--- src/pkg/scratchpad_pkg.sv ---
package scratchpad_pkg;
  // memory function codes
  localparam logic [7:0] CMD_WRITE_SP = 8'h0F;
  localparam logic [7:0] CMD_READ_SP = 8'hAA;
  localparam logic [7:0] CMD_COPY_SP = 8'h55;
  // protection codes and register page addresses
  localparam logic [7:0] PROT_WP = 8'h55;
  localparam logic [7:0] PROT_EPROM = 8'hAA;
  localparam logic [15:0] PROT_BASE = 16'h0080;
  localparam logic [15:0] COPY_PROT_ADDR = 16'h0084;
  localparam logic [15:0] FACTORY_ADDR = 16'h0085;
  localparam logic [15:0] USER_LAST_ADDR = 16'h0087;
  localparam int MEM_BYTES_DEF = 144;
  // end offset and status field positions
  localparam int ES_AA_BIT = 7;
  localparam int ES_PF_BIT = 5;
  localparam logic [2:0] SP_LAST = 3'h7;
  localparam int HDR_BYTES = 3;
  localparam logic [4:0] CRC_BITS = 5'h10;
  localparam logic [15:0] CRC_POLY = 16'hA001;
  // values after reset
  localparam logic PF_RST = 1'b1;
  localparam logic AA_RST = 1'b0;
  localparam logic SPEED_RST = 1'b0;
  localparam logic [7:0] MEM_RST = 8'hFF;
  localparam logic [15:0] CRC_RST = 16'h0000;
  // link pacing of the master, index of the last one-cycle phase in each bit slot
  localparam logic [1:0] TX_LAST_PH = 2'h1;
  localparam logic [1:0] RX_LAST_PH = 2'h2;

  // one bit into the reflected crc-16 generator
  function automatic logic [15:0] crc16_step(input logic [15:0] crc, input logic b);
    crc16_step = (crc[0] ^ b) ? ((crc >> 1) ^ CRC_POLY) : (crc >> 1);
  endfunction
endpackage

--- src/pkg/owd_if.sv ---
`timescale 1ns/100ps
`default_nettype none
// bit-slot link between master and scratchpad device
interface owd_if;
  logic frame;
  logic wr_stb;
  logic wr_bit;
  logic rd_stb;
  logic rd_bit;
  logic od_set;
  logic speed_sel;
  modport device(input frame, wr_stb, wr_bit, rd_stb, od_set, output rd_bit, speed_sel);
  modport master(output frame, wr_stb, wr_bit, rd_stb, od_set, input rd_bit, speed_sel);
endinterface
`default_nettype wire

--- src/verilog/scratchpad_device.sv ---
// Operation
// - end offset loads start, counts bytes
// - partial flag set when data invalid
// - master starts at zero, sends eight
// - status bits 3, 4, 6 read zero
// - copy sets done flag, write clears
// - status register read-only to master
// - target address in low, high bytes
// - nonzero low address bits block copy
// - readback sends low, high, status first
// - unknown command leaves flags untouched
// - copy authorised by echoing three registers
// - standard speed unless overdrive selected
// - write is 0Fh, address low first
// - store from start offset, drop fragments
// - accept bad writes, block later copy
// - crc over command, address, data
// - at end offset 7, inverted crc
// - write-protected target loads memory contents
// - eprom mode loads and of both
// - serves data pages and register page
// - 55h protects, AAh eprom, else open
// - all bytes least significant bit first
`timescale 1ns/100ps
`default_nettype none
module scratchpad_device import scratchpad_pkg::*; #(
  parameter int MEM_BYTES = MEM_BYTES_DEF
) (
  input wire logic ref_clk_i,
  input wire logic nrst_i,
  input wire logic ce_i,
  owd_if.device link,
  output logic [7:0] es_o,
  output logic [15:0] target_o,
  output logic speed_select_o
);
  typedef enum logic [2:0] {
    ST_CMD = 3'b000, ST_TA1 = 3'b001, ST_TA2 = 3'b010, ST_WDATA = 3'b011,
    ST_RSP = 3'b100, ST_AUTH = 3'b101, ST_COPIED = 3'b110, ST_IGNORE = 3'b111
  } dev_state_t;

  dev_state_t state_ff;
  logic [2:0] bcnt_ff;
  logic [7:0] rsh_ff;
  logic [15:0] crc_ff;
  logic [7:0] target_address_low;
  logic [7:0] target_address_high;
  logic [2:0] e_ff;
  logic partial_data_flag;
  logic copy_done_flag;
  logic first_ff;
  logic done_ff;
  logic [7:0] sp_ff [8];
  logic [7:0] mem_ff [MEM_BYTES];
  logic [3:0] rsp_idx_ff;
  logic [2:0] ocnt_ff;
  logic [4:0] post_ff;
  logic [1:0] auth_cnt_ff;
  logic auth_ok_ff;
  logic rd_bit_ff;
  logic alt_ff;
  logic speed_ff;
  logic byte_done;
  logic [7:0] rx_byte;
  logic [7:0] es;
  logic [2:0] widx;
  logic [15:0] tgt;
  logic [7:0] wval;
  logic [7:0] obyte;
  logic obit;
  logic in_bytes;
  logic [3:0] n_bytes;
  logic copy_go;
  logic [7:0] auth_exp;

  function automatic logic [7:0] mem_rd(input logic [15:0] a);
    mem_rd = (a < 16'(MEM_BYTES)) ? mem_ff[a[7:0]] : MEM_RST;
  endfunction

  function automatic logic is_lock(input logic [7:0] p);
    is_lock = (p == PROT_WP) || (p == PROT_EPROM);
  endfunction

  // 0 open, 1 write-protected, 2 eprom; register page bytes 80h to 84h lock themselves
  function automatic logic [1:0] mode(input logic [15:0] a);
    logic [7:0] p;
    p = mem_rd(PROT_BASE | {14'h0000, a[6:5]});
    if (a < PROT_BASE)
      mode = (p == PROT_WP) ? 2'd1 : ((p == PROT_EPROM) ? 2'd2 : 2'd0);
    else if (a < FACTORY_ADDR)
      mode = is_lock(mem_rd(a)) ? 2'd1 : 2'd0;
    else if (a == FACTORY_ADDR || a > USER_LAST_ADDR)
      mode = 2'd1;
    else
      mode = (mem_rd(FACTORY_ADDR) == PROT_EPROM) ? 2'd1 : 2'd0;
  endfunction

  // byte assembly, lsb first
  assign byte_done = link.wr_stb && (bcnt_ff == 3'd7);
  assign rx_byte = {link.wr_bit, rsh_ff[7:1]};
  assign es = {copy_done_flag, 1'b0, partial_data_flag, 2'b00, e_ff};
  assign widx = first_ff ? e_ff : e_ff + 3'd1;
  assign tgt = {target_address_high, target_address_low[7:3], widx};

  // value loaded into the scratchpad depends on target protection
  always_comb begin
    case (mode(tgt))
      2'd1: wval = mem_rd(tgt);
      2'd2: wval = rx_byte & mem_rd(tgt);
      default: wval = rx_byte;
    endcase
  end

  // readback byte selection: header then scratchpad from start offset
  assign n_bytes = 4'(HDR_BYTES) + {1'b0, e_ff} - {1'b0, target_address_low[2:0]} + 4'd1;
  assign in_bytes = rsp_idx_ff < n_bytes;
  always_comb begin
    case (rsp_idx_ff)
      4'd0: obyte = target_address_low;
      4'd1: obyte = target_address_high;
      4'd2: obyte = es;
      default: obyte = sp_ff[3'(target_address_low[2:0] + rsp_idx_ff[2:0] - 3'd3)];
    endcase
  end

  // bit returned in a read slot; 1 means the line is left alone
  always_comb begin
    obit = 1'b1;
    case (state_ff)
      ST_WDATA: if (done_ff && post_ff < CRC_BITS) obit = ~crc_ff[post_ff[3:0]];
      ST_RSP: begin
        if (in_bytes)
          obit = obyte[ocnt_ff];
        else if (post_ff < CRC_BITS)
          obit = ~crc_ff[post_ff[3:0]];
      end
      ST_COPIED: obit = alt_ff;
      default: obit = 1'b1;
    endcase
  end

  // copy only with matching pattern, full row, aligned, not copy protected
  always_comb begin
    case (auth_cnt_ff)
      2'd0: auth_exp = target_address_low;
      2'd1: auth_exp = target_address_high;
      default: auth_exp = es;
    endcase
  end
  assign copy_go = (state_ff == ST_AUTH) && byte_done && (auth_cnt_ff == 2'd2) && auth_ok_ff
    && (rx_byte == es) && !partial_data_flag
    && (target_address_low[2:0] == 3'b000)
    && ({target_address_high, target_address_low} < 16'(MEM_BYTES))
    && !(is_lock(mem_rd(COPY_PROT_ADDR))
      && (target_address_high != 8'h00 || target_address_low >= PROT_BASE[7:0]
      || mode({target_address_high, target_address_low}) == 2'd1));

  // command sequencing; frame low returns to command phase
  always_ff @(posedge ref_clk_i or negedge nrst_i) begin
    if (!nrst_i) begin
      state_ff <= ST_CMD;
    end else if (ce_i) begin
      if (!link.frame)
        state_ff <= ST_CMD;
      else if (byte_done || copy_go) begin
        case (state_ff)
          ST_CMD: begin
            case (rx_byte)
              CMD_WRITE_SP: state_ff <= ST_TA1;
              CMD_READ_SP: state_ff <= ST_RSP;
              CMD_COPY_SP: state_ff <= ST_AUTH;
              default: state_ff <= ST_IGNORE;
            endcase
          end
          ST_TA1: state_ff <= ST_TA2;
          ST_TA2: state_ff <= ST_WDATA;
          ST_AUTH: if (copy_go) state_ff <= ST_COPIED;
            else if (auth_cnt_ff == 2'd2) state_ff <= ST_IGNORE;
          default: state_ff <= state_ff;
        endcase
      end
    end
  end

  // bit shifter; a fragment left at frame end is dropped
  always_ff @(posedge ref_clk_i or negedge nrst_i) begin
    if (!nrst_i) begin
      bcnt_ff <= 3'd0;
      rsh_ff <= 8'h00;
    end else if (ce_i) begin
      if (!link.frame)
        bcnt_ff <= 3'd0;
      else if (link.wr_stb) begin
        bcnt_ff <= bcnt_ff + 3'd1;
        rsh_ff <= rx_byte;
      end
    end
  end

  // crc over bits received in command, address and data phases, and every byte bit sent on readback
  always_ff @(posedge ref_clk_i or negedge nrst_i) begin
    if (!nrst_i) begin
      crc_ff <= CRC_RST;
    end else if (ce_i) begin
      if (!link.frame)
        crc_ff <= CRC_RST;
      else if (link.wr_stb && state_ff <= ST_WDATA)
        crc_ff <= crc16_step(crc_ff, link.wr_bit);
      else if (link.rd_stb && state_ff == ST_RSP && in_bytes)
        crc_ff <= crc16_step(crc_ff, obit);
    end
  end

  // address registers, end offset and flags; only device logic writes them
  always_ff @(posedge ref_clk_i or negedge nrst_i) begin
    if (!nrst_i) begin
      target_address_low <= 8'h00;
      target_address_high <= 8'h00;
      e_ff <= 3'd0;
      partial_data_flag <= PF_RST;
      copy_done_flag <= AA_RST;
      first_ff <= 1'b0;
      done_ff <= 1'b0;
    end else if (ce_i && link.frame) begin
      if (copy_go)
        copy_done_flag <= 1'b1;
      else if (byte_done) begin
        case (state_ff)
          ST_CMD: if (rx_byte == CMD_WRITE_SP) begin
            copy_done_flag <= 1'b0;
            partial_data_flag <= 1'b1;
          end
          ST_TA1: target_address_low <= rx_byte;
          ST_TA2: begin
            target_address_high <= rx_byte;
            e_ff <= target_address_low[2:0];
            first_ff <= 1'b1;
            done_ff <= 1'b0;
          end
          ST_WDATA: if (!done_ff) begin
            e_ff <= widx;
            first_ff <= 1'b0;
            if (widx == SP_LAST) begin
              done_ff <= 1'b1;
              partial_data_flag <= 1'b0;
            end
          end
          default: e_ff <= e_ff;
        endcase
      end
    end
  end

  // scratchpad store
  always_ff @(posedge ref_clk_i or negedge nrst_i) begin
    if (!nrst_i) begin
      for (int i = 0; i < 8; i++) sp_ff[i] <= MEM_RST;
    end else if (ce_i && link.frame && byte_done && state_ff == ST_WDATA && !done_ff) begin
      sp_ff[widx] <= wval;
    end
  end

  // row copy into memory; the model keeps memory in flops
  always_ff @(posedge ref_clk_i or negedge nrst_i) begin
    if (!nrst_i) begin
      for (int i = 0; i < MEM_BYTES; i++) mem_ff[i] <= MEM_RST;
    end else if (ce_i && copy_go) begin
      for (int i = 0; i < 8; i++) mem_ff[{target_address_low[7:3], 3'(i)}] <= sp_ff[i];
    end
  end

  // readback counters and authorisation compare
  always_ff @(posedge ref_clk_i or negedge nrst_i) begin
    if (!nrst_i) begin
      rsp_idx_ff <= 4'd0;
      ocnt_ff <= 3'd0;
      post_ff <= 5'd0;
      auth_cnt_ff <= 2'd0;
      auth_ok_ff <= 1'b1;
      alt_ff <= 1'b0;
    end else if (ce_i) begin
      if (!link.frame) begin
        rsp_idx_ff <= 4'd0;
        ocnt_ff <= 3'd0;
        post_ff <= 5'd0;
        auth_cnt_ff <= 2'd0;
        auth_ok_ff <= 1'b1;
        alt_ff <= 1'b0;
      end else begin
        if (link.rd_stb) begin
          if (state_ff == ST_RSP && in_bytes) begin
            ocnt_ff <= ocnt_ff + 3'd1;
            if (ocnt_ff == 3'd7) rsp_idx_ff <= rsp_idx_ff + 4'd1;
          end else if (post_ff < CRC_BITS && (state_ff == ST_RSP || done_ff))
            post_ff <= post_ff + 5'd1;
          if (state_ff == ST_COPIED) alt_ff <= ~alt_ff;
        end
        if (byte_done && state_ff == ST_AUTH) begin
          auth_cnt_ff <= auth_cnt_ff + 2'd1;
          auth_ok_ff <= auth_ok_ff && (rx_byte == auth_exp);
        end
      end
    end
  end

  // slot answer stands until the next read slot; outside frames the line floats high
  always_ff @(posedge ref_clk_i or negedge nrst_i) begin
    if (!nrst_i)
      rd_bit_ff <= 1'b1;
    else if (ce_i && !link.frame)
      rd_bit_ff <= 1'b1;
    else if (ce_i && link.rd_stb)
      rd_bit_ff <= obit;
  end

  // overdrive only on explicit request
  always_ff @(posedge ref_clk_i or negedge nrst_i) begin
    if (!nrst_i)
      speed_ff <= SPEED_RST;
    else if (ce_i && link.od_set)
      speed_ff <= 1'b1;
  end

  assign link.rd_bit = rd_bit_ff;
  assign link.speed_sel = speed_ff;
  assign es_o = es;
  assign target_o = {target_address_high, target_address_low};
  assign speed_select_o = speed_ff;
endmodule // scratchpad_device
`default_nettype wire

--- src/flat_wrapper.sv ---
// flat-port wrapper written by rule: the top's interface ports become plain ports
module scratchpad_device_flat import scratchpad_pkg::*;
#(
  parameter int MEM_BYTES = MEM_BYTES_DEF
)
  (ref_clk_i, nrst_i, ce_i, es_o, target_o, speed_select_o, link_frame, link_wr_stb, link_wr_bit, link_rd_stb, link_od_set, link_rd_bit, link_speed_sel);
  owd_if link_i ();
  input wire logic ref_clk_i;
  input wire logic nrst_i;
  input wire logic ce_i;
  output logic [7:0] es_o;
  output logic [15:0] target_o;
  output logic speed_select_o;
  input wire logic [$bits(link_i.frame)-1:0] link_frame;
  input wire logic [$bits(link_i.wr_stb)-1:0] link_wr_stb;
  input wire logic [$bits(link_i.wr_bit)-1:0] link_wr_bit;
  input wire logic [$bits(link_i.rd_stb)-1:0] link_rd_stb;
  input wire logic [$bits(link_i.od_set)-1:0] link_od_set;
  output wire logic [$bits(link_i.rd_bit)-1:0] link_rd_bit;
  output wire logic [$bits(link_i.speed_sel)-1:0] link_speed_sel;
  assign link_i.frame = link_frame;
  assign link_i.wr_stb = link_wr_stb;
  assign link_i.wr_bit = link_wr_bit;
  assign link_i.rd_stb = link_rd_stb;
  assign link_i.od_set = link_od_set;
  assign link_rd_bit = link_i.rd_bit;
  assign link_speed_sel = link_i.speed_sel;
  scratchpad_device #(.MEM_BYTES(MEM_BYTES)) u_core (.ref_clk_i(ref_clk_i), .nrst_i(nrst_i), .ce_i(ce_i), .link(link_i), .es_o(es_o), .target_o(target_o), .speed_select_o(speed_select_o));
endmodule
--- config.mk ---
export PLATFORM = sky130hd
export DESIGN_NAME = scratchpad_device_flat
export DESIGN_NICKNAME = d
export VERILOG_FILES = /design/src/pkg/scratchpad_pkg.sv /design/src/pkg/owd_if.sv /design/src/verilog/scratchpad_device.sv /design/src/flat_wrapper.sv
export SDC_FILE = /design/constraint.sdc
export NUM_CORES = 2
export LEC_CHECK = 0
export BUFFER_PORTS_ARGS = -buffer_cell sky130_fd_sc_hd__buf_4
export CAP_MARGIN = 25
export CORE_MARGIN = 1
export CORE_UTILIZATION = 40
export DETAILED_ROUTE_END_ITERATION = 7
export PLACE_DENSITY_LB_ADDON = 0.1
export SKIP_LAST_GASP = 1
export SLEW_MARGIN = 20
export SYNTH_ARGS = -nofsm -noshare
export SYNTH_HDL_FRONTEND = slang
export SYNTH_SLANG_ARGS = --single-unit
export TNS_END_PERCENT = 30
--- constraint.sdc ---
create_clock -name ref_clk_i -period 7 [get_ports ref_clk_i]
set_clock_uncertainty 0.05 [all_clocks]
set_input_delay 0.7 -clock ref_clk_i [delete_from_list [all_inputs] [get_ports ref_clk_i]]
set_output_delay 0.7 -clock ref_clk_i [all_outputs]
set_load 0.005 [all_outputs]
==> flow_metrics.py <==
metrics = {
    "run_status": {
        "run_status": "complete, no violations",
    },
    "synth": {
        "yosys_warnings": 0,
        "ys_ff_latch": 1286,
        "async_reset_ff_share_pct": 100.0,
        "synth.largest_area_cell": "sky130_fd_sc_hd__dfstp_2",
        "syn_area_mm2": 0.06560,
        "synth.most_common_cell": "sky130_fd_sc_hd__mux2_2",
        "post_synth_main_area_contributors": "sky130_fd_sc_hd__dfstp_2 49%, sky130_fd_sc_hd__mux2_2 22%, sky130_fd_sc_hd__mux2i_1 3.0%",
        "synthTopCellsByCount": "1253 x sky130_fd_sc_hd__mux2_2, 1219 x sky130_fd_sc_hd__dfstp_2, 277 x sky130_fd_sc_hd__nand2_1, 263 x sky130_fd_sc_hd__clkbuf_1, 215 x sky130_fd_sc_hd__buf_2",
        "synth_largest_type_area_fraction_pct": 48.83,
        "netlist-cell-type-count": 98,
        "dominantRegCellSynth": "sky130_fd_sc_hd__dfstp_2",
        "postSynthCellCount": 5270,
        "synth_sequential_area_ratio_pct": 51.38,
        "postSynthAreaPerCell_um2": 12.45,
        "synth_enable_flop_cells": 0,
    },
    "route": {
        "route.met2.wl_um": 120000,
        "routedLengthMet1_um": 113100,
        "routed_wl_um": 270300,
        "sum_of_met3_wire_segment_lengths_after_detailed_routing_um": 22300,
        "drt-initial-drc-count": 5333,
        "detail_route.vias_per_cell": 6.434,
        "postRouteAntennaNets": 0,
        "drt-pass1-iter-count": 7,
        "drcViolationCount": 0,
        "vias": 48020,
        "average_routed_wire_per_standard_cell_um": 36.21,
        "route.top_layer_used": "met5",
    },
    "critical_path": {
        "crit_path_end_kind": "register",
        "max_stage_delay_ps": 840,
        "cp_most_frequent_cell": "sky130_fd_sc_hd__buf_4",
        "worst_path_top_cell_family_by_delay": "compound AO/OA/AOI/OAI gates",
        "critical_path.startpoint_type": "register",
        "critPathMaxFanout": 25,
        "cp_cell_sequence": "xnor2_2 -> buf_4 -> a21oi_2 -> buf_4 -> o22ai_1 -> a211oi_1 -> a2111oi_0 -> a311o_1 -> nor4_2 -> buf_4 -> nand3b_1 -> nor4_1 -> or3b_1 -> ha_1 -> nand2b_1 -> buf_4 -> o2bb2ai_1 -> mux2_2",
        "timing.critical_path.arrival_ps": 7450,
        "worst-r2r-setup-slack_ps": 260,
        "crit_required_ps": 7710,
        "crit_buf_inv": 4,
        "worst-setup-path-type": "reg2reg",
        "critPathSlowestCell": "sky130_fd_sc_hd__dfrtp_4",
    },
    "floorplanning": {
        "num_rows": 148,
        "ios": 35,
        "die_area_mm2": 0.1656,
        "start_util_pct": 40.30,
        "die_height_um": 407.0,
        "dieWidth_um": 407.0,
        "design.core.area_mm2": 0.1628,
    },
    "sta": {
        "finalSetupViolCount": 0,
        "final_min_period_over_clock_period_pct": 96.28,
        "max_freq_mhz": 148.4,
        "worst_slew_pin_slew_ps": 1131,
        "timing.final.hold_violations": 0,
        "hold_ws_ps": 216.3,
        "maxSlewViolCount": 0,
        "slew_headroom_pct": 24.61,
        "fin_tns_setup_ps": 0,
        "shortest_clock_period_the_worst_path_allows_after_layout_ps": 6740,
        "setup_repair_after_global_routing_missed_its_margin": "no",
    },
    "placement": {
        "detailedPlacementHpwl_um": 173500,
        "finalWeightedCongestion": 0.9667,
        "port_buffers": 31,
        "placedInstanceArea_mm2": 0.06878,
    },
    "cells_and_area": {
        "area_delta_synth_final_pct": 12.60,
        "core_utilization_of_the_finished_layout_pct": 45.38,
        "share_of_post_route_cells_with_drive_strength_above_1_pct": 58.89,
        "fin_nets": 5193,
        "stdcell_area_mm2": 0.07386,
    },
    "cts": {
        "cts-htree-levels": 4,
        "clkSlewWorstSetupHoldPaths_ps": 60,
        "numClockSinks": 1286,
        "cts_tree": "done",
        "clock_tree.root_cell": "sky130_fd_sc_hd__clkbuf_16",
        "clk_latency_ps": 840,
        "clock_tree.buffer_depth": 3,
        "numCtsBuffers": 154,
    },
    "power": {
        "p_per_area_mw_per_mm2": 217.5,
        "power.leakage_nw": 28.33,
        "ir_drop_mv": 0.2386,
    },
    "global_route": {
        "wire_length_of_the_first_global_routing_pass_um": 379200,
        "grt_util_all_layers_pct": 32.46,
        "grt_overflow_total": 0,
        "grt_start_max_net_pins": 173,
        "first_global_vias": 47130,
        "initial_antenna_violation_count": 20,
    },
    "hold_path": {
        "holdCritPathClass": "in2reg",
    },
    "flow_run": {
        "max-cap-violations": 0,
    },
}
==> through the flow <==
step / power [mW] / setup slack, ps / instances
finish: 16.07 / 260.1 / 7463
detailed placement: 8.136 / 554.6 / 7175
floorplan: 7.842 / 2095 / 5272
global route: 16.54 / 289.2 / 7454
CTS: 16.20 / 520.5 / 7453
global placement: 8.130 / 503.5 / 7174
==> worst reg2reg max path, stage by stage, from the launching register on <==
cell and delay [ps]:
sky130_fd_sc_hd__dfrtp_4 840, sky130_fd_sc_hd__xnor2_2 490, sky130_fd_sc_hd__buf_4 310, sky130_fd_sc_hd__a21oi_2 580, sky130_fd_sc_hd__buf_4 440, sky130_fd_sc_hd__o22ai_1 180
sky130_fd_sc_hd__a211oi_1 490, sky130_fd_sc_hd__a2111oi_0 220, sky130_fd_sc_hd__a311o_1 440, sky130_fd_sc_hd__nor4_2 420, sky130_fd_sc_hd__buf_4 220, sky130_fd_sc_hd__nand3b_1 100
sky130_fd_sc_hd__nor4_1 70, sky130_fd_sc_hd__or3b_1 350, sky130_fd_sc_hd__ha_1 310, sky130_fd_sc_hd__nand2b_1 180, sky130_fd_sc_hd__buf_4 170, sky130_fd_sc_hd__o2bb2ai_1 520
sky130_fd_sc_hd__mux2_2 280
==> power breakdown <==
part           switching (mW)  leakage (nW)  total, mW  internal, mW
Clock                    3.38          2.46       8.03          4.65
Combinational           0.314          12.4      0.436         0.122
Sequential              0.101          13.5       7.60          7.50
Total                    3.80          28.3       16.1          12.3
==> what timing repair did <==
| item | in CTS | in global routing |
|---|---|---|
| endpoints found under the hold margin | 39 | 0 |
| buffers inserted | 0 | 0 |
| gates resized for setup | 0 | 0 |
| hold buffers | 2 | 0 |
==> logic make-up (layout without fill, tap and decap cells) <==
family / Yosys count / count (layout) / synth area share, %
AOI/OAI and AO/OA: 1135 / 1135 / 12.45
buffers and inverters: 598 / 605 / 4.021
and+or+nand+nor: 701 / 701 / 5.349
muxes: 1492 / 1492 / 25.85
xor gates and xnor gates: 31 / 31 / 0.4368
other: 1 / 12 / 0.005717
DFF: 1286 / 1286 / 51.38
adders and majority gates: 26 / 26 / 0.5074
==> area by class of cell <==
cell class / count / area, um^2
Antenna cell: 9 / 22.52
Clock buffer: 237 / 4599
Tap cell: 2175 / 2721
Multi-Input combinational cell: 3388 / 29670
Inverter: 50 / 190.2
Fill cell: 14780 / 88910
Sequential cell: 1286 / 33730
Clock inverter: 39 / 407.9
Timing Repair Buffer: 279 / 2522
==> layout by cell type, fill, tap and decap left out, types with 35 or more instances in the layout <==
cell type                   netlist  routed
sky130_fd_sc_hd__o21ai_0        193     193
sky130_fd_sc_hd__a21oi_1        173     171
sky130_fd_sc_hd__dfstp_2       1219    1219
sky130_fd_sc_hd__buf_4           27     245
sky130_fd_sc_hd__a221o_1         35      35
sky130_fd_sc_hd__nand2b_1        44      43
sky130_fd_sc_hd__o221ai_1        60      60
sky130_fd_sc_hd__inv_1           47      46
sky130_fd_sc_hd__a22oi_1         89      89
sky130_fd_sc_hd__o211ai_1        39      39
sky130_fd_sc_hd__nand2_1        277     276
sky130_fd_sc_hd__a221oi_1       158     158
sky130_fd_sc_hd__o22ai_1         72      70
sky130_fd_sc_hd__mux2_2        1253    1253
sky130_fd_sc_hd__clkbuf_8         0      37
sky130_fd_sc_hd__dfrtp_1         67      60
sky130_fd_sc_hd__mux2i_1        194     193
sky130_fd_sc_hd__nand3_1         70      70
sky130_fd_sc_hd__nor3_1          45      40
sky130_fd_sc_hd__mux4_2          35      35
sky130_fd_sc_hd__clkbuf_16        0     157
sky130_fd_sc_hd__clkbuf_1       263      43
sky130_fd_sc_hd__nor2_1          89      75
==> flip-flops by register name, indices dropped and copies added (netlist names), 2 cells and up <==
| signal | count |
|---|---|
| u_core.e_ff | 3 |
| u_core.rsp_idx_ff | 4 |
| u_core.ocnt_ff | 3 |
| u_core.mem_ff | 1152 |
| u_core.rsh_ff | 7 |
| u_core.auth_cnt_ff | 2 |
| u_core.sp_ff | 64 |
| u_core.crc_ff | 16 |
| u_core.target_address_low | 8 |
| u_core.bcnt_ff | 3 |
| u_core.target_address_high | 8 |
| u_core.state_ff | 3 |
| u_core.post_ff | 5 |
==> path summary, 6_finish.rpt <==
check,start,endpoint,depth (start not counted)
max,u_core.e_ff[2],u_core.sp_ff[17],18
min,link_rd_stb,u_core.link.rd_bit,3
max reg2reg,u_core.e_ff[2],u_core.sp_ff[17],18
min reg2reg,u_core.link.speed_sel,u_core.link.speed_sel,1
max in group asynchronous,nrst_i,u_core.mem_ff[632],4
min in group asynchronous,nrst_i,u_core.crc_ff[9],2
==> layer usage <==
metal	vias up	GRT usage [%]
met5	-	0
met4	30	16.07
met3	600	7.132
met2	2139	49.34
met1	25700	43.55
li1	19550	-
(Power assumes the default switching activity.)
